<file path="src/charger_regs_defines.svh">
// Constant names for the charger configuration and status register slice
`ifndef CHARGER_REGS_DEFINES_SVH
`define CHARGER_REGS_DEFINES_SVH

`define OFS_TERM_TIMER 8'h05
`define OFS_IR_COMP    8'h06
`define OFS_MISC       8'h07
`define OFS_STATUS     8'h08

`define RST_TERM_TIMER 8'h9a
`define RST_IR_COMP    8'h03
`define RST_MISC       8'h4b
`define RD_UNMAPPED    8'h00

// Target address on the two-wire bus (arbitrary value)
`define I2C_DEV_ADDR   7'h35
`define BYTE_BITS      4'd8
`define BIT_CNT_ZERO   4'd0
`define PTR_STEP       8'h01

`define PHASE_NONE     2'b00
`define PHASE_PRE      2'b01
`define PHASE_FAST     2'b10
`define PHASE_DONE     2'b11

`define SRC_UNKNOWN    2'b00
`define SRC_USB_HOST   2'b01
`define SRC_ADAPTER    2'b10
`define SRC_OTG        2'b11

`define FAULT_NONE     2'b00

`define WDOG_OFF       2'b00
`define WDOG_40S       2'b01
`define WDOG_80S       2'b10

`define CHG_SEL_5H     2'b00
`define CHG_SEL_8H     2'b01
`define CHG_SEL_12H    2'b10
`define HOURS_5        5'd5
`define HOURS_8        5'd8
`define HOURS_12       5'd12
`define HOURS_20       5'd20

`define CLK_HZ         64'd250000000
`define WDOG_UNIT_S    64'd40
`define HOUR_S         64'd3600

`define WDOG_ONE       36'd1
`define SAFETY_ONE     45'd1

`endif

</file>
<file path="src/charger_regs_pkg.sv">
// Types shared by the charger register slice and its two-wire port
`default_nettype none
package charger_regs_pkg;

  typedef struct packed {
    logic       termEnable;
    logic       termStatEarly;
    logic [1:0] hostTimeoutSel;
    logic       safetyTimerEnable;
    logic [1:0] fastChargeLimitSel;
    logic       rsvd0;
  } termTimerReg_t;

  typedef struct packed {
    logic [2:0] irResistanceSel;
    logic [2:0] irVoltageCeiling;
    logic [1:0] thermalLimitSel;
  } irCompReg_t;

  typedef struct packed {
    logic       usbDetectForce;
    logic       slowSafetyClock;
    logic       batterySwitchOff;
    logic [2:0] rsvd;
    logic       chargeFaultIntEn;
    logic       batOvervoltIntEn;
  } miscReg_t;

  typedef struct packed {
    logic [1:0] inputSourceKind;
    logic [1:0] chargePhase;
    logic       inputLimitActive;
    logic       powerGoodFlag;
    logic       thermalRegActive;
    logic       minSysRegFlag;
  } sysStatus_t;

  typedef struct packed {
    logic       wr;
    logic       rd;
    logic [7:0] addr;
    logic [7:0] data;
  } regReq_t;

  typedef enum {I2C_IDLE, I2C_ADDR, I2C_REG, I2C_WRITE, I2C_READ} i2cState_t;

endpackage
`default_nettype wire

</file>
<file path="src/charger_config_status_regs.sv">
// Charger termination, timer, compensation, misc control and status registers
`include "charger_regs_defines.svh"
`default_nettype none
module charger_config_status_regs
  import charger_regs_pkg::*;
#(
  parameter logic [35:0] WDOG_UNIT_CYCLES = 36'(`WDOG_UNIT_S * `CLK_HZ),
  parameter logic [39:0] HOUR_CYCLES      = 40'(`HOUR_S * `CLK_HZ)
) (
  input  wire logic       mclk,
  input  wire logic       rst_b,
  input  wire logic       sclIn,
  input  wire logic       sdaIn,
  output var  logic       sdaOe,
  input  wire sysStatus_t sysStatus,
  input  wire logic [1:0] chargeFaultCode,
  input  wire logic       batteryOvervoltFlag,
  input  wire logic       usbDetectDone,
  input  wire logic       currentBelowEarly,
  input  wire logic       batterySwitchReq,
  output termTimerReg_t   cfgTermTimer,
  output irCompReg_t      cfgIrComp,
  output miscReg_t        cfgMisc,
  output logic            chargeDoneInd,
  output logic            hostTimeoutExpired,
  output logic            safetyTimerExpired,
  output logic            batterySwitchOn,
  output logic            intPulse
);

  regReq_t       req;
  logic [7:0]    rdAddr;
  logic [7:0]    rdData;
  termTimerReg_t termTimer_q;
  irCompReg_t    irComp_q;
  miscReg_t      misc_q;
  logic [1:0]    faultPrev_q;
  logic          ovPrev_q;
  logic          intPulse_q;
  logic          chargeDone_q;
  logic          switchOn_q;
  logic [35:0]   wdogCnt_q;
  logic          wdogExpired_q;
  logic [44:0]   safetyCnt_q;
  logic          safetyExpired_q;
  logic          halfPhase_q;

  i2c_reg_port u_port (
    .mclk   (mclk),
    .rst_b  (rst_b),
    .sclIn  (sclIn),
    .sdaIn  (sdaIn),
    .sdaOe  (sdaOe),
    .rdData (rdData),
    .rdAddr (rdAddr),
    .req    (req)
  );

  function automatic logic [4:0] chargeHours(input logic [1:0] sel);
    case (sel)
      `CHG_SEL_5H:  chargeHours = `HOURS_5;
      `CHG_SEL_8H:  chargeHours = `HOURS_8;
      `CHG_SEL_12H: chargeHours = `HOURS_12;
      default:      chargeHours = `HOURS_20;
    endcase
  endfunction

  function automatic logic [35:0] wdogLimit(input logic [1:0] sel, input logic [35:0] unit);
    case (sel)
      `WDOG_40S: wdogLimit = unit;
      `WDOG_80S: wdogLimit = unit << 1;
      default:   wdogLimit = unit << 2;
    endcase
  endfunction

  // Register write decode
  wire wrTerm = req.wr && (req.addr == `OFS_TERM_TIMER);
  wire wrIr   = req.wr && (req.addr == `OFS_IR_COMP);
  wire wrMisc = req.wr && (req.addr == `OFS_MISC);

  // Read mux; status register is the live status word
  assign rdData = (rdAddr == `OFS_TERM_TIMER) ? termTimer_q :
                  (rdAddr == `OFS_IR_COMP)    ? irComp_q :
                  (rdAddr == `OFS_MISC)       ? misc_q :
                  (rdAddr == `OFS_STATUS)     ? sysStatus :
                  `RD_UNMAPPED;

  always_ff @(posedge mclk) begin
    if (!rst_b) begin
      termTimer_q <= termTimerReg_t'(`RST_TERM_TIMER);
      irComp_q    <= irCompReg_t'(`RST_IR_COMP);
    end else begin
      if (wrTerm) termTimer_q <= termTimerReg_t'(req.data);
      if (wrIr) irComp_q <= irCompReg_t'(req.data);
    end
  end

  // Detection request bit is self-clearing; a new write wins over completion
  wire miscWrite = wrMisc;
  always_ff @(posedge mclk) begin
    if (!rst_b) begin
      misc_q <= miscReg_t'(`RST_MISC);
    end else if (miscWrite) begin
      misc_q <= miscReg_t'(req.data);
    end else if (usbDetectDone) begin
      misc_q.usbDetectForce <= 1'b0;
    end
  end

  // Fault interrupts: new charge fault code or rising overvoltage, each masked
  wire chgFaultEvt = (chargeFaultCode != `FAULT_NONE) && (chargeFaultCode != faultPrev_q);
  wire ovFaultEvt  = batteryOvervoltFlag && !ovPrev_q;
  wire intNext     = (chgFaultEvt && misc_q.chargeFaultIntEn) ||
                     (ovFaultEvt && misc_q.batOvervoltIntEn);

  wire chargingNow = (sysStatus.chargePhase == `PHASE_PRE) ||
                     (sysStatus.chargePhase == `PHASE_FAST);
  wire doneNext    = (sysStatus.chargePhase == `PHASE_DONE) ||
                     (termTimer_q.termStatEarly && currentBelowEarly &&
                      (sysStatus.chargePhase == `PHASE_FAST));

  always_ff @(posedge mclk) begin
    if (!rst_b) begin
      faultPrev_q  <= `FAULT_NONE;
      ovPrev_q     <= 1'b0;
      intPulse_q   <= 1'b0;
      chargeDone_q <= 1'b0;
      switchOn_q   <= 1'b0;
    end else begin
      faultPrev_q  <= chargeFaultCode;
      ovPrev_q     <= batteryOvervoltFlag;
      intPulse_q   <= intNext;
      chargeDone_q <= doneNext;
      switchOn_q   <= batterySwitchReq && !misc_q.batterySwitchOff;
    end
  end

  // Host timeout: restarted by every register access, off when the field is 00
  wire        wdogKick     = req.wr || req.rd;
  wire        wdogOff      = (termTimer_q.hostTimeoutSel == `WDOG_OFF);
  wire [35:0] wdogLimitNow = wdogLimit(termTimer_q.hostTimeoutSel, WDOG_UNIT_CYCLES);

  always_ff @(posedge mclk) begin
    wdogExpired_q <= 1'b0;
    if (!rst_b || wdogKick || wdogOff) begin
      wdogCnt_q <= 36'd0;
    end else if (wdogCnt_q == wdogLimitNow - `WDOG_ONE) begin
      wdogCnt_q     <= 36'd0;
      wdogExpired_q <= 1'b1;
    end else begin
      wdogCnt_q <= wdogCnt_q + `WDOG_ONE;
    end
  end

  // Safety timer counts charging time; slowed cycles advance every other clock
  // Count saturates at the limit, so a limit lowered mid-charge still expires
  wire        safetyRun   = termTimer_q.safetyTimerEnable && chargingNow;
  wire        slowCond    = misc_q.slowSafetyClock &&
                            (sysStatus.inputLimitActive || sysStatus.thermalRegActive);
  wire [44:0] safetyLimit = 45'(chargeHours(termTimer_q.fastChargeLimitSel)) *
                            45'(HOUR_CYCLES);
  wire        safetyAdv   = safetyRun && (safetyCnt_q < safetyLimit) &&
                            (!slowCond || halfPhase_q);

  always_ff @(posedge mclk) begin
    if (!rst_b || !safetyRun) begin
      safetyCnt_q     <= 45'd0;
      safetyExpired_q <= 1'b0;
      halfPhase_q     <= 1'b0;
    end else begin
      halfPhase_q     <= slowCond && !halfPhase_q;
      safetyExpired_q <= (safetyCnt_q >= safetyLimit);
      if (safetyAdv) safetyCnt_q <= safetyCnt_q + `SAFETY_ONE;
    end
  end

  assign cfgTermTimer       = termTimer_q;
  assign cfgIrComp          = irComp_q;
  assign cfgMisc            = misc_q;
  assign chargeDoneInd      = chargeDone_q;
  assign hostTimeoutExpired = wdogExpired_q;
  assign safetyTimerExpired = safetyExpired_q;
  assign batterySwitchOn    = switchOn_q;
  assign intPulse           = intPulse_q;

  property p_term_readback;
    @(posedge mclk) disable iff (!rst_b)
      wrTerm |=> (termTimer_q == $past(req.data)) &&
                 (cfgTermTimer.termEnable == $past(req.data[7]));
  endproperty
  a_term_readback: assert property (p_term_readback) else $error("term reg write lost");

  property p_early_done;
    @(posedge mclk) disable iff (!rst_b)
      (termTimer_q.termStatEarly && currentBelowEarly && sysStatus.chargePhase == `PHASE_FAST)
      |=> chargeDoneInd;
  endproperty
  a_early_done: assert property (p_early_done) else $error("early done not shown");

  property p_wdog_off;
    @(posedge mclk) disable iff (!rst_b)
      hostTimeoutExpired |-> !$past(wdogOff) && !$past(wdogKick);
  endproperty
  a_wdog_off: assert property (p_wdog_off) else $error("timeout fired while off");

  property p_safety_enable;
    @(posedge mclk) disable iff (!rst_b)
      safetyTimerExpired |-> $past(termTimer_q.safetyTimerEnable) && $past(chargingNow);
  endproperty
  a_safety_enable: assert property (p_safety_enable) else $error("safety timer ran off");

  property p_safety_bound;
    @(posedge mclk) disable iff (!rst_b)
      (safetyRun && safetyCnt_q >= safetyLimit) |=> safetyTimerExpired;
  endproperty
  a_safety_bound: assert property (p_safety_bound) else $error("safety expiry missing");

  property p_ir_readback;
    @(posedge mclk) disable iff (!rst_b)
      wrIr |=> cfgIrComp == $past(req.data);
  endproperty
  a_ir_readback: assert property (p_ir_readback) else $error("ir comp write lost");

  property p_detect_clear;
    @(posedge mclk) disable iff (!rst_b)
      (usbDetectDone && !wrMisc) |=> !cfgMisc.usbDetectForce;
  endproperty
  a_detect_clear: assert property (p_detect_clear) else $error("detect bit not cleared");

  property p_half_rate;
    @(posedge mclk) disable iff (!rst_b)
      (slowCond && safetyAdv) |=> !(slowCond && safetyAdv);
  endproperty
  a_half_rate: assert property (p_half_rate) else $error("slowed timer ran full rate");

  property p_switch_off;
    @(posedge mclk) disable iff (!rst_b)
      cfgMisc.batterySwitchOff |=> !batterySwitchOn;
  endproperty
  a_switch_off: assert property (p_switch_off) else $error("switch on while forced off");

  property p_int_cause;
    @(posedge mclk) disable iff (!rst_b)
      intPulse |-> $past(chgFaultEvt && misc_q.chargeFaultIntEn) ||
                   $past(ovFaultEvt && misc_q.batOvervoltIntEn);
  endproperty
  a_int_cause: assert property (p_int_cause) else $error("interrupt without cause");

  property p_ov_int;
    @(posedge mclk) disable iff (!rst_b)
      (ovFaultEvt && misc_q.batOvervoltIntEn) |=> intPulse;
  endproperty
  a_ov_int: assert property (p_ov_int) else $error("overvoltage interrupt missing");

  property p_status_read;
    @(posedge mclk) disable iff (!rst_b)
      (rdAddr == `OFS_STATUS) |-> rdData == sysStatus;
  endproperty
  a_status_read: assert property (p_status_read) else $error("status read mismatch");

  property p_reset_values;
    @(posedge mclk)
      !rst_b |=> (termTimer_q == termTimerReg_t'(`RST_TERM_TIMER)) &&
                 (irComp_q == irCompReg_t'(`RST_IR_COMP)) &&
                 (misc_q == miscReg_t'(`RST_MISC));
  endproperty
  a_reset_values: assert property (p_reset_values) else $error("reset value wrong");

  property p_charge_int;
    @(posedge mclk) disable iff (!rst_b)
      (chgFaultEvt && misc_q.chargeFaultIntEn) |=> intPulse;
  endproperty
  a_charge_int: assert property (p_charge_int) else $error("charge interrupt missing");

  property p_switch_on;
    @(posedge mclk) disable iff (!rst_b)
      (batterySwitchReq && !cfgMisc.batterySwitchOff) |=> batterySwitchOn;
  endproperty
  a_switch_on: assert property (p_switch_on) else $error("switch not allowed on");

  property p_done_phase;
    @(posedge mclk) disable iff (!rst_b)
      (sysStatus.chargePhase == `PHASE_DONE) |=> chargeDoneInd;
  endproperty
  a_done_phase: assert property (p_done_phase) else $error("done phase not shown");

  property p_misc_readback;
    @(posedge mclk) disable iff (!rst_b)
      wrMisc |=> cfgMisc == $past(req.data);
  endproperty
  a_misc_readback: assert property (p_misc_readback) else $error("misc reg write lost");

endmodule // charger_config_status_regs
`default_nettype wire

</file>
<file path="src/i2c_reg_port.sv">
// Two-wire target that turns bus transfers into register write and read strobes
`include "charger_regs_defines.svh"
`default_nettype none
module i2c_reg_port
  import charger_regs_pkg::*;
(
  input  wire logic   mclk,
  input  wire logic   rst_b,
  input  wire logic   sclIn,
  input  wire logic   sdaIn,
  output var  logic   sdaOe,
  input  wire logic [7:0] rdData,
  output logic [7:0]  rdAddr,
  output regReq_t     req
);

  logic      sclM_q, sdaM_q, sclS_q, sdaS_q, sclD_q, sdaD_q;
  i2cState_t state_q;
  logic [3:0] bitCnt_q;
  logic       ackSlot_q;
  logic       nack_q;
  logic [7:0] shift_q;
  logic [7:0] tx_q;
  logic [7:0] ptr_q;
  regReq_t    req_q;

  // Pins pass two flops; edges are taken from the second stage and its copy
  always_ff @(posedge mclk) begin
    if (!rst_b) begin
      {sclM_q, sdaM_q, sclS_q, sdaS_q, sclD_q, sdaD_q} <= 6'h3f;
    end else begin
      {sclM_q, sdaM_q} <= {sclIn, sdaIn};
      {sclS_q, sdaS_q} <= {sclM_q, sdaM_q};
      {sclD_q, sdaD_q} <= {sclS_q, sdaS_q};
    end
  end

  wire startSeen = sclS_q & sclD_q & sdaD_q & ~sdaS_q;
  wire stopSeen  = sclS_q & sclD_q & ~sdaD_q & sdaS_q;
  wire sclRise   = sclS_q & ~sclD_q;
  wire sclFall   = ~sclS_q & sclD_q;
  wire byteDone  = sclFall & ~ackSlot_q & (bitCnt_q == `BYTE_BITS);
  wire ackEnd    = sclFall & ackSlot_q;
  wire addrHit   = (shift_q[7:1] == `I2C_DEV_ADDR);

  always_ff @(posedge mclk) begin
    req_q.wr <= 1'b0;
    req_q.rd <= 1'b0;
    if (!rst_b) begin
      state_q    <= I2C_IDLE;
      bitCnt_q   <= `BIT_CNT_ZERO;
      ackSlot_q  <= 1'b0;
      nack_q     <= 1'b0;
      shift_q    <= 8'h00;
      tx_q       <= 8'h00;
      ptr_q      <= 8'h00;
      sdaOe      <= 1'b0;
      req_q.addr <= 8'h00;
      req_q.data <= 8'h00;
    end else if (startSeen) begin
      state_q   <= I2C_ADDR;
      bitCnt_q  <= `BIT_CNT_ZERO;
      ackSlot_q <= 1'b0;
      sdaOe     <= 1'b0;
    end else if (stopSeen) begin
      state_q   <= I2C_IDLE;
      ackSlot_q <= 1'b0;
      sdaOe     <= 1'b0;
    end else if (state_q != I2C_IDLE) begin
      if (sclRise && ackSlot_q) begin
        nack_q <= sdaS_q;
      end else if (sclRise) begin
        shift_q  <= {shift_q[6:0], sdaS_q};
        bitCnt_q <= bitCnt_q + 4'd1;
      end
      if (byteDone) begin
        ackSlot_q <= 1'b1;
        nack_q    <= 1'b0;
        case (state_q)
          I2C_ADDR: begin
            sdaOe   <= addrHit;
            state_q <= !addrHit ? I2C_IDLE : (shift_q[0] ? I2C_READ : I2C_REG);
          end
          I2C_REG: begin
            sdaOe   <= 1'b1;
            ptr_q   <= shift_q;
            state_q <= I2C_WRITE;
          end
          I2C_WRITE: begin
            sdaOe      <= 1'b1;
            req_q.wr   <= 1'b1;
            req_q.addr <= ptr_q;
            req_q.data <= shift_q;
            ptr_q      <= ptr_q + `PTR_STEP;
          end
          default: sdaOe <= 1'b0;
        endcase
      end else if (ackEnd) begin
        ackSlot_q <= 1'b0;
        bitCnt_q  <= `BIT_CNT_ZERO;
        sdaOe     <= 1'b0;
        if (state_q == I2C_READ) begin
          if (nack_q) begin
            state_q <= I2C_IDLE;
          end else begin
            tx_q       <= rdData;
            sdaOe      <= ~rdData[7];
            req_q.rd   <= 1'b1;
            req_q.addr <= ptr_q;
            ptr_q      <= ptr_q + `PTR_STEP;
          end
        end
      end else if (sclFall && state_q == I2C_READ && !ackSlot_q) begin
        tx_q  <= {tx_q[6:0], 1'b0};
        sdaOe <= ~tx_q[6];
      end
    end
  end

  assign rdAddr = ptr_q;
  assign req    = req_q;

endmodule // i2c_reg_port
`default_nettype wire

</file>
<file path="config.mk">
export PLATFORM = sky130hd
export DESIGN_NAME = charger_config_status_regs
export DESIGN_NICKNAME = d
export VERILOG_FILES = /design/src/charger_regs_pkg.sv /design/src/charger_config_status_regs.sv /design/src/i2c_reg_port.sv
export VERILOG_INCLUDE_DIRS = /design/src /design/src/src
export SDC_FILE = /design/constraint.sdc
export NUM_CORES = 1
export LEC_CHECK = 0
export BUFFER_PORTS_ARGS = -buffer_cell sky130_fd_sc_hd__buf_2
export CORE_MARGIN = 8
export CORE_UTILIZATION = 55
export CTS_BUF_LIST = sky130_fd_sc_hd__clkbuf_8
export CTS_CLUSTER_SIZE = 24
export DETAILED_ROUTE_END_ITERATION = 8
export PLACE_DENSITY = 0.73
export SYNTH_ARGS = -nofsm -noshare
export SYNTH_HDL_FRONTEND = slang
export SYNTH_HIERARCHICAL = 1
export SYNTH_SLANG_ARGS = --single-unit
</file>
<file path="constraint.sdc">
create_clock -name mclk -period 4.9 [get_ports mclk]
set_input_delay 0.49 -clock mclk [delete_from_list [all_inputs] [get_ports mclk]]
set_output_delay 0.49 -clock mclk [all_outputs]
set_load 0.02 [all_outputs]
</file>
## After elaboration in Yosys (flattened, before gate mapping)

Index checks and enable logic that the tools add are counted.

| operators by class | value |
|---|---|
| add/sub/neg operators | 5 |
| $mul | 1 |
| div/mod/pow operators | 0 |
| order comparisons | 2 |
| equal/unequal tests | 29 |
| shifts and indexed selects | 0 |
| multiplexer cells | 48 |
| bitwise logic cells | 25 |
| reductions and logical operators | 66 |

Operators by type and width:

| kind | number |
|---|---|
| 32-bit 2-to-1 mux | 5 |
| 8-bit 2-to-1 mux | 11 |
| 36-bit case mux with 2 select lines | 1 |
| 32-bit by 2-bit equality test with 1-bit output (second input constant) | 2 |
| 32-bit case mux with 2 select lines | 1 |
| 8-bit by 3-bit equality test with 1-bit output (second input constant) | 6 |
| 45-bit by 1-bit adder with 45-bit output (second input constant) | 1 |
| 45-bit >= comparator | 1 |
| 45-bit < comparator | 1 |
| 36-bit by 1-bit adder with 36-bit output (second input constant) | 1 |
| 36-bit equality test | 1 |
| 36-bit by 1-bit subtractor with 36-bit output (second input constant) | 1 |
| 5-bit by 29-bit multiplier with 34-bit output (second input constant) | 1 |
| 32-bit by 1-bit equality test with 1-bit output (second input constant) | 1 |
| 32-bit by 4-bit equality test with 1-bit output (second input constant) | 1 |
| 32-bit nonzero test | 1 |
| 7-bit 2-to-1 mux | 4 |
| 7-bit AND reduction | 3 |
| 5-bit AND reduction | 4 |
| 1-bit logical AND | 18 |
| 1-bit 2-to-1 mux | 16 |
| 16-bit 2-to-1 mux | 1 |
| 4-bit 2-to-1 mux | 4 |
| 8-bit case mux with 2 select lines | 1 |
| other kinds (29) | 89 |

| word-level totals | value |
|---|---|
| bits in registers | 200 |
| bits in latches | 0 |
| memory bits (writable) | 0 |
| memory bits (read-only) | 0 |
| bits of input ports | 18 |
| output and inout port bits | 30 |
| word-level logic and storage cells | 220 |
| memories | 0 |

## Depth between registers and ports, before layout

Gate-level depths: netlist of run 1.

| logic depth | value |
|---|---|
| word-level depth | 10 |
| depth in mapped cells | 16 |

## By module

Netlist of run 1, hierarchy kept.

Modules (own cells, without submodules):

| module | instances | cells each | area each (um^2) | seq. area each (um^2) |
|---|---|---|---|---|
| charger_config_status_regs | 1 | 833 | 6885.4 | 2282.2 |
| i2c_reg_port | 1 | 294 | 2615.0 | 1141.1 |

## Worst setup path before layout of run 1

OpenSTA, ideal clock, no wires.

| timing path | value |
|---|---|
| kind | register -> register |
| start point | register termTimer_q, in the netlist cfgTermTimer[1] |
| end point | register safetyCnt_q[42] |
| arrival time | 3.730 ns |
| required time | 4.828 ns |
| slack | 1.098 ns |
| cell stages (with the launch flop) | 15 |
| path buffers | 1 |
| clock period less this slack | 3.802 ns |
| cell sequence | dfxtp_1 inv_1 ha_1 o21ai_0 o21ai_0 ha_1 xor2_1 ha_1 a21oi_1 o21ai_0 a211oi_1 nand2_1 clkbuf_1 nor4_1 mux2i_1 |

| on the way | value |
|---|---|
| longest elaborated chain between the ends | 6 |
| elaborated cells between the ends (all ways) | 8 |
| those cells by class | 1 x mul; 1 x order compare; 2 x eq/ne; 1 x mux; 3 x reduce/logical |

RTL lines:

| element | line | source |
|---|---|---|
| start: declaration | charger_config_status_regs.sv:34 | `termTimerReg_t termTimer_q;` |
| start signal: assignment | charger_config_status_regs.sv:90 | `` termTimer_q <= termTimerReg_t'(`RST_TERM_TIMER); `` |
| start signal: assignment | charger_config_status_regs.sv:93 | `if (wrTerm) termTimer_q <= termTimerReg_t'(req.data);` |
| 2-bit equality test, or another cell as far along | charger_config_status_regs.sv:60 | `case (sel)` |
| 5-bit case mux with 3 select lines * | charger_config_status_regs.sv:60 |  |
| 5-bit by 29-bit multiplier with 34-bit output * | charger_config_status_regs.sv:160 | `wire [44:0] safetyLimit = 45'(chargeHours(termTimer_q.fastChargeLimitSel)) *` |
| 45-bit < comparator * | charger_config_status_regs.sv:162 | `wire safetyAdv = safetyRun && (safetyCnt_q < safetyLimit) &&` |
| 1-bit logical AND * (2 in a row) | charger_config_status_regs.sv:162 |  |
| end signal: assignment | charger_config_status_regs.sv:173 | `` if (safetyAdv) safetyCnt_q <= safetyCnt_q + `SAFETY_ONE; `` |
| end: declaration | charger_config_status_regs.sv:44 | `logic [44:0] safetyCnt_q;` |

Mark *: on every way between the ends. The rest lies on a longest branch, timed or not.
A chain may end at the register's enable or synchronous reset.

## Final worst setup path of run 1

| timing path | value |
|---|---|
| start point | register termTimer_q, in the netlist cfgTermTimer[1] |
| end point | register safetyCnt_q[17] |

The elaborated chain is that of the path after synthesis.

==> impl_metrics.yaml, run 1 <==
outcome:
  status: "complete, no violations"
worst_hold_path:
  hold_path_depth: 2
  hp-class: "in2reg"
  hold_end: "u_port/sdaM_q$_SDFF_PN1_"
  min-delay-start: "sdaIn"
detailed_routing:
  drt-total-wl_mm: 22.31
  dr.first_iter.drc_count: 664
  first_pass_iters: 8
  vias: 8121
  wire_per_inst_um: 16.10
  drt-vias-per-instance: 5.859
  antenna_left: 0
  drc: 0
yosys:
  synth_top_area_share_pct: 36.03
  synth_area_leaders: "dfxtp_1, mux2i_1, ha_1"
  yosysSeqAreaShare_pct: 36.03
  ys_ff_latch: 171
  synth_edf_count: 0
  synth_ff_type: "dfxtp_1"
  yosys_warnings: 6
  syn_avg_cell_area_um2: 8.430
  synth.largest_area_cell: "dfxtp_1"
  synthArstFlopShare_pct: 0
  syn_nets: 1198
  synth_area_um2: 9500
  synthCells: 1127
  synth.distinct_cells: 71
placement:
  placedInstanceArea_um2: 9851
  dp_hpwl_mm: 15.92
  gp_congestion: 0.9108
  port_buffers: 47
power:
  swShare_pct: 27.77
  ir_drop_v: 0.0001876
  p_int_w: 0.001827
  power_switching_w: 0.0007027
  clock_power_share_pct: 40.9
  combPwrFrac_pct: 3.6
  leakagePower_nw: 3.856
  powerDensity_nw_per_um2: 246.3
  p_total_w: 0.002530
  p_seq_share_pct: 55.5
cells_and_area:
  area_delta_synth_final_pct: 8.113
  fillers: 1497
  drive_gt1_share_pct: 9.302
  nets: 1219
  multiInputGateArea_um2: 5710
  diodes: 0
  final_util_pct: 60.01
  seqCellArea_um2: 3423
  fin_area_um2: 10270
setup_path:
  worstPathArrival_ps: 4840
  r2r_setup_slack_ps: 460
  r2r-start: "cfgTermTimer[1]$_SDFFE_PN1P_"
  rr_worst_depth: 13
  cp_slowest_cell: "a211oi_1"
  r2r_end: "safetyCnt_q[17]$_SDFFE_PP0P_"
  crit_buf_inv: 1
  worstSetupPathType: "reg2reg"
  crit_chain: "inv_1, ha_1, o21ai_0, o21ai_0, ha_1, xor2_1, ha_1, a21oi_1, o21ai_0, a211oi_1, nand4_1, nor4b_1, mux2i_1"
  end_kind: "register"
  critPathMaxStageDelay_ps: 630
  crit_fanout: 9
  start_kind: "register"
  crit_path_start: "cfgTermTimer[1]$_SDFFE_PN1P_"
  crit_family: "compound AO/OA/AOI/OAI gates"
  crit_required_ps: 5290
sta:
  finClkSkew_ps: 20.61
  worst_slew_pin_slew_ps: 1142
  fmax_ghz: 0.2251
  fin_crit_ps: 4442
  hold_violations: 0
  finalSetupTns_ps: 0
  setup_violations: 0
  slew_viol_final: 0
  timing.slew.headroom_pct: 23.70
  timing.final.crit_share_pct: 90.65
  rsz0062_at_grt: "no"
clock_tree:
  clkTransAtPathRegs_ps: 100
  htree_levels: 4
  cts.sinks: 171
  post-cts-setup-buffers: 0
  cts-root-buf: "clkbuf_8"
  cts_buffers: 17
  clockBufferDepth: 2
  insertion_delay_ps: 470
  cts_tree: "yes"
floorplanning:
  die_x_um: 147.4
  die_area_um2: 21740
  initial_core_util_pct: 55.50
  io_pins: 48
  fp.dieH_um: 147.4
  core_area_um2: 17120
  rows: 48
global_route:
  grt_pass1_wl_mm: 37.61
  grt_pass1_vias: 7644
  overflow: 0
  antenna_found_initial: 0
  grt_usage_pct: 20.71
  grt_max_degree: 63
job:
  drv_cap: 0
## cells in the final DEF, fill, tap and decap left out, types with 44 or more instances in the layout
cell,count
nor2_1,113
buf_2,47
nand3_1,47
mux2i_1,88
nand4_1,44
a21oi_1,57
dfxtp_1,171
nand2_1,113
ha_1,53
## stage by stage
stage	setup WS [ps]	std cells	hold slack, ps
2_1_floorplan	1098	1127	386.3
3_3_place_gp	758.5	1354	389.7
3_5_place_dp	554.4	1354	394.3
4_1_cts	484.3	1386	162.9
5_1_grt	4.313	1386	167.6
6_report	458.1	1386	203.3
## cells by family (layout without fill, tap and decap cells)
logic type | after synthesis | after routing | synth area share, %
adder cells (fa/ha/maj) | 53 | 53 | 6.980
multiplexers | 88 | 88 | 9.272
AO/OA/AOI/OAI | 148 | 148 | 9.996
AND/OR/NAND/NOR | 531 | 531 | 29.70
buffers and inverters | 93 | 127 | 4.056
XOR/XNOR | 43 | 43 | 3.964
flip-flops | 171 | 171 | 36.03
## layout make-up
type,instances,area share [%]
clock buffer,17,2.278
clock inverter,15,1.791
inverter,42,1.535
multi-input combinational,863,55.60
sequential,171,33.33
tap,225,2.741
timing repair buffer,53,2.729
## state kept, by name, indices dropped and copies added (netlist names), 8 cells and up
signal / count
safetyCnt_q: 45
cfgIrComp: 8
u_port/req: 18
wdogCnt_q: 36
u_port/rdAddr: 8
cfgMisc: 8
u_port/shift_q: 8
cfgTermTimer: 8
## per-layer routing
metal	vias to the layer above	track usage [%]	part of all wire, %
met2	208	33.83	47
met3	49	3.699	4.1
met4	0	7.445	2.7
met1	3797	26.91	46
li1	4067	-	-
met5	-	0	0
## synthesized netlist by cell type (all sizes together) (4+ instances only)
cell,n
a31oi,7
a311oi,7
nor2b,24
o31ai,11
xnor2,21
buf,18
and3,13
and4,9
ha,53
nand3,47
a211oi,11
nor4b,8
nor3,41
or4,14
nand2b,42
a21o,5
nor4,19
a21oi,59
nor2,113
nand2,114
and2,13
or4b,4
xor2,22
o21ai,28
nand4,45
inv,41
or3,4
dfxtp,171
clkbuf,33
nand3b,5
mux2i,88
## worst max-delay path by stage
stage	end	slack, ps	cells past startpoint
6_report	safetyCnt_q[17]$_SDFFE_PP0P_	460	13
4_1_cts	safetyCnt_q[40]$_SDFFE_PP0P_	480	13
3_5_place_dp	safetyCnt_q[40]$_SDFFE_PP0P_	550	13
3_3_place_gp	safetyCnt_q[41]$_SDFFE_PP0P_	760	13
2_1_floorplan	safetyCnt_q[42]$_SDFFE_PP0P_	1100	14
5_1_grt	safetyCnt_q[17]$_SDFFE_PP0P_	4	14
## timing repair
item                                    CTS  global route
hold buffers                              0             0
endpoints found under the setup margin    0             2
resized for setup                         0             1
## power by group through the flow
| stage | Combinational, W | Clock, W | Sequential [W] |
|---|---|---|---|
| 2_1_floorplan | 0.0000662 | 0 | 0.00144 |
| 3_5_place_dp | 0.0000920 | 0 | 0.00144 |
| 3_3_place_gp | 0.0000901 | 0 | 0.00144 |
| 4_1_cts | 0.0000932 | 0.00106 | 0.00140 |
| 5_1_grt | 0.000103 | 0.00111 | 0.00141 |
| 6_report | 0.0000916 | 0.00103 | 0.00140 |
Note: power is estimated with default switching activity, not from simulation.
==> inputs of run 2 (changes only) <==
CORE_ASPECT_RATIO = 1.1   (was default)
CORE_MARGIN = 3   (was 8)
==> impl_metrics.yaml, run 2 (synthesis results as in run 1) <==
outcome:
  status: "complete, no violations"
global_route:
  grt_max_degree: 63
  overflow: 0
  antenna_found_initial: 0
  grt_pass1_wl_mm: 37.03
  grt_usage_pct: 23.85
  grt_pass1_vias: 7448
setup_path:
  crit_fanout: 11
  end_kind: "register"
  crit_chain: "inv_1, ha_1, nand2_1, o21ai_0, o21ai_0, ha_1, xor2_1, ha_1, a21oi_1, o21ai_0, a211oi_1, nand4_1, or3_1, a21oi_1"
  crit_required_ps: 5290
  critPathMaxStageDelay_ps: 620
  worstSetupPathType: "reg2reg"
  cp_slowest_cell: "nand4_1"
  start_kind: "register"
  worstPathArrival_ps: 4760
cells_and_area:
  nets: 1219
  area_delta_synth_final_pct: 7.797
  final_cell_mix: "dfxtp_1, nand2_1, nor2_1"
  diodes: 0
  largest_reg_flops: 45
  drive_gt1_share_pct: 9.216
  max_flop_register: "safetyCnt_q"
  final_common_cell: "dfxtp_1"
  fillers: 1501
  final_util_pct: 61.64
clock_tree:
  post-cts-setup-buffers: 0
  clkTransAtPathRegs_ps: 100
  cts-root-buf: "clkbuf_8"
  cts_tree: "yes"
  insertion_delay_ps: 480
  ctsHoldBuffers: 0
  post_cts_resized: 0
  cts.sinks: 171
  cts_buffers: 17
  clockBufferDepth: 2
  htree_levels: 4
power:
  ir_drop_v: 0.0001681
  leakagePower_nw: 3.844
  p_total_w: 0.002494
  powerDensity_nw_per_um2: 243.5
sta:
  timing.slew.headroom_pct: 23.58
  fmax_ghz: 0.2289
  rsz0062_at_grt: "no"
  finClkSkew_ps: 19.14
  setup_violations: 0
  timing.final.crit_share_pct: 89.15
  hold_violations: 0
  worst_slew_pin_slew_ps: 1144
  finalSetupTns_ps: 0
  fin_crit_ps: 4368
  slew_viol_final: 0
detailed_routing:
  drt-vias-per-instance: 5.863
  antenna_left: 0
  wire_per_inst_um: 16.31
  first_pass_iters: 7
  vias: 8150
  drc: 0
  drt-total-wl_mm: 22.66
  dr.first_iter.drc_count: 735
floorplanning:
  die_area_um2: 18890
  initial_core_util_pct: 57.18
  rows: 49
  core_area_um2: 16610
  io_pins: 48
  fp.dieH_um: 143.8
  die_x_um: 131.3
job:
  drv_cap: 0
worst_hold_path:
  hp-class: "in2reg"
placement:
  port_buffers: 47
  gp_congestion: 0.9200
  dp_hpwl_mm: 16.42
[run 2: where the power goes]
| part | total, W | switching [W] | internal, W |
|---|---|---|---|
| Combinational | 0.0000926 | 0.0000628 | 0.0000299 |
| Sequential | 0.00140 | 0.00000735 | 0.00140 |
| Clock | 0.000997 | 0.000577 | 0.000420 |
| Total | 0.00249 | 0.000647 | 0.00185 |
[run 2: critical path, delay by kind of cell, from the launching register on]
family | cells | cell delay, ps
AOI/OAI and AO/OA | 6 | 1170
xor gates and xnor gates | 1 | 160
adders and majority gates | 3 | 1010
buffers and inverters | 1 | 230
DFF | 1 | 490
and+or+nand+nor | 3 | 1230
[run 2: through the flow]
stage	setup slack, ps	hold slack [ps]	std cells	instance area [um2]
after floorplan	1098	386.3	1127	9500
after global placement	638.3	388.2	1358	9856
after global routing	55.97	169.6	1390	10240
after CTS	556.2	168.0	1390	10240
after detailed placement	601.8	393.7	1358	9856
final	531.9	184.2	1390	10240
[run 2: final timing paths]
kind	startpoint	slack (ps)	endpoint	cells after the start
max	cfgTermTimer[1]$_SDFFE_PN1P_	530	safetyCnt_q[14]$_SDFFE_PP0P_	14
min	sdaIn	180	u_port/sdaM_q$_SDFF_PN1_	2
max reg2reg	cfgTermTimer[1]$_SDFFE_PN1P_	530	safetyCnt_q[14]$_SDFFE_PP0P_	14
min reg2reg	u_port/sclM_q$_SDFF_PN1_	410	u_port/sclS_q$_SDFF_PN1_	1
[run 2: cell type report]
cell class / count / area [um2] / area share (%)
tap: 229 / 286.5 / 2.798
timing repair buffer: 53 / 280.3 / 2.737
sequential: 171 / 3423 / 33.43
multi-input combinational: 863 / 5708 / 55.74
clock inverter: 15 / 151.4 / 1.478
inverter: 42 / 157.7 / 1.539
clock buffer: 17 / 234.0 / 2.285
[run 2: routing by layer]
metal / share of wire (%) / global-route usage (%)
met5: 0 / 0
met3: 4.6 / 4.657
met1: 48 / 32.17
met2: 46 / 38.92
met4: 1.9 / 7.684
==> inputs of run 3 (changes only) <==
RECOVER_POWER = 50   (was default)
SETUP_SLACK_MARGIN = 0.05   (was default)
==> impl_metrics.yaml, run 3 (synthesis results as in run 1) <==
sta:
  hold_violations: 0
  timing.slew.headroom_pct: 12.88
  finalSetupTns_ps: 0
  rsz0062_at_grt: "no"
  slew_viol_final: 0
  fin_crit_ps: 4366
  setup_violations: 0
  finClkSkew_ps: 16.76
  fmax_ghz: 0.2291
  worst_slew_pin_slew_ps: 1307
  timing.final.crit_share_pct: 89.09
global_route:
  overflow: 0
  grt_pass1_vias: 7448
  grt_usage_pct: 23.85
  grt_max_degree: 63
  grt_pass1_wl_mm: 37.03
  antenna_found_initial: 0
cells_and_area:
  fillers: 1523
  drive_gt1_share_pct: 6.029
  largest_reg_flops: 45
  max_flop_register: "safetyCnt_q"
  final_cell_mix: "dfxtp_1, nand2_1, nor2_1"
  diodes: 0
  final_cells: 1390
  area_delta_synth_final_pct: 7.112
  nets: 1219
  final_common_cell: "dfxtp_1"
detailed_routing:
  drc: 0
  vias: 8126
  drt-vias-per-instance: 5.846
  antenna_left: 0
  dr.first_iter.drc_count: 720
  first_pass_iters: 5
  drt-total-wl_mm: 22.67
  wire_per_inst_um: 16.31
setup_path:
  r2r_setup_slack_ps: 530
  r2r-start: "cfgTermTimer[1]$_SDFFE_PN1P_"
  rr_worst_depth: 14
  worstSetupPathType: "reg2reg"
  start_kind: "register"
  worstPathArrival_ps: 4740
  crit_fanout: 11
  crit_path_end: "safetyCnt_q[14]$_SDFFE_PP0P_"
  r2r_end: "safetyCnt_q[14]$_SDFFE_PP0P_"
  crit_path_start: "cfgTermTimer[1]$_SDFFE_PN1P_"
  end_kind: "register"
  crit_required_ps: 5280
clock_tree:
  post_cts_resized: 0
  cts_buffers: 17
  insertion_delay_ps: 470
  htree_levels: 4
  cts.sinks: 171
  cts-root-buf: "clkbuf_8"
  post-cts-setup-buffers: 0
  clkTransAtPathRegs_ps: 100
  ctsHoldBuffers: 0
  clockBufferDepth: 2
  cts_tree: "yes"
floorplanning:
  io_pins: 48
  die_area_um2: 18890
  fp.dieH_um: 143.8
  core_area_um2: 16610
  rows: 49
  die_x_um: 131.3
  initial_core_util_pct: 57.18
power:
  clock_power_share_pct: 39.9
  combPwrFrac_pct: 3.7
  leakagePower_nw: 3.733
  swShare_pct: 25.84
  p_seq_share_pct: 56.4
  p_int_w: 0.001846
  powerDensity_nw_per_um2: 244.6
  ir_drop_v: 0.0001660
  power_switching_w: 0.0006432
job:
  drv_cap: 0
placement:
  port_buffers: 47
  place_inst: 1358
  dp_hpwl_mm: 16.42
  gp_congestion: 0.9200
outcome:
  status: "complete, no violations"
worst_hold_path:
  hp-class: "in2reg"
run 3: cell count changes in the layout (fill, tap and decap cells not counted), sizes merged:
cell and change:
clkbuf +33, buf -33
run 3: layout make-up:
cell class	instances	area (um2)	area share, %
timing repair buffer	53	234.0	2.299
multi-input combinational	863	5689	55.91
sequential	171	3423	33.64
tap	229	286.5	2.816
inverter	42	157.7	1.549
clock buffer	17	234.0	2.299
clock inverter	15	151.4	1.488
run 3: how the worst min path moves through the flow:
| stage | start | to | slack (ps) | depth (start not counted) |
|---|---|---|---|---|
| 2_1_floorplan | u_port/sclM_q$_SDFF_PN1_ | u_port/sclS_q$_SDFF_PN1_ | 390 | 1 |
| 5_1_grt | sdaIn | u_port/sdaM_q$_SDFF_PN1_ | 170 | 2 |
| 3_3_place_gp | u_port/sclM_q$_SDFF_PN1_ | u_port/sclS_q$_SDFF_PN1_ | 390 | 1 |
| 3_5_place_dp | u_port/sclM_q$_SDFF_PN1_ | u_port/sclS_q$_SDFF_PN1_ | 390 | 1 |
| 4_1_cts | sdaIn | u_port/sdaM_q$_SDFF_PN1_ | 170 | 2 |
| 6_report | sdaIn | u_port/sdaM_q$_SDFF_PN1_ | 190 | 2 |
run 3: worst max-delay path, stage by stage, from the launching register on:
cell      delay, ps
dfxtp_1         490
inv_1           240
ha_1            500
nand2_1         100
o21ai_0         110
o21ai_0         130
ha_1            200
xor2_1          160
ha_1            310
a21oi_1         140
o21ai_0          80
a211oi_1        550
nand4_1         620
or3_1           510
a21oi_1         150
run 3: metal layers:
| layer | up-vias | share of wire (%) | GRT usage (%) | routed length, um |
|---|---|---|---|---|
| li1 | 4062 | - | - | - |
| met4 | 0 | 2.0 | 7.684 | 443 |
| met5 | - | 0 | 0 | 0 |
| met2 | 191 | 46 | 38.92 | 10320 |
| met3 | 44 | 4.7 | 4.657 | 1073 |
| met1 | 3829 | 48 | 32.17 | 10830 |
run 3: power groups by stage:
stage | Sequential (W) | Combinational, W | Clock, W
after global placement | 0.00144 | 0.0000910 | 0
after detailed placement | 0.00144 | 0.0000934 | 0
after global routing | 0.00141 | 0.000103 | 0.00107
final | 0.00140 | 0.0000912 | 0.000993
after floorplan | 0.00144 | 0.0000662 | 0
after CTS | 0.00140 | 0.0000934 | 0.00102
run 3: through the flow:
stage / area, um2 / hold WS (ps) / total power, W / setup WS [ps] / utilization, %
6_report: 10180 / 190.0 / 0.002489 / 534.4 / 61.25
5_1_grt: 10180 / 169.6 / 0.002582 / 54.84 / 61.25
3_5_place_dp: 9856 / 393.7 / 0.001530 / 601.8 / 59.32
2_1_floorplan: 9500 / 386.3 / 0.001501 / 1098 / -
3_3_place_gp: 9856 / 388.2 / 0.001528 / 638.3 / 59.32
4_1_cts: 10240 / 168.0 / 0.002516 / 556.2 / 61.64
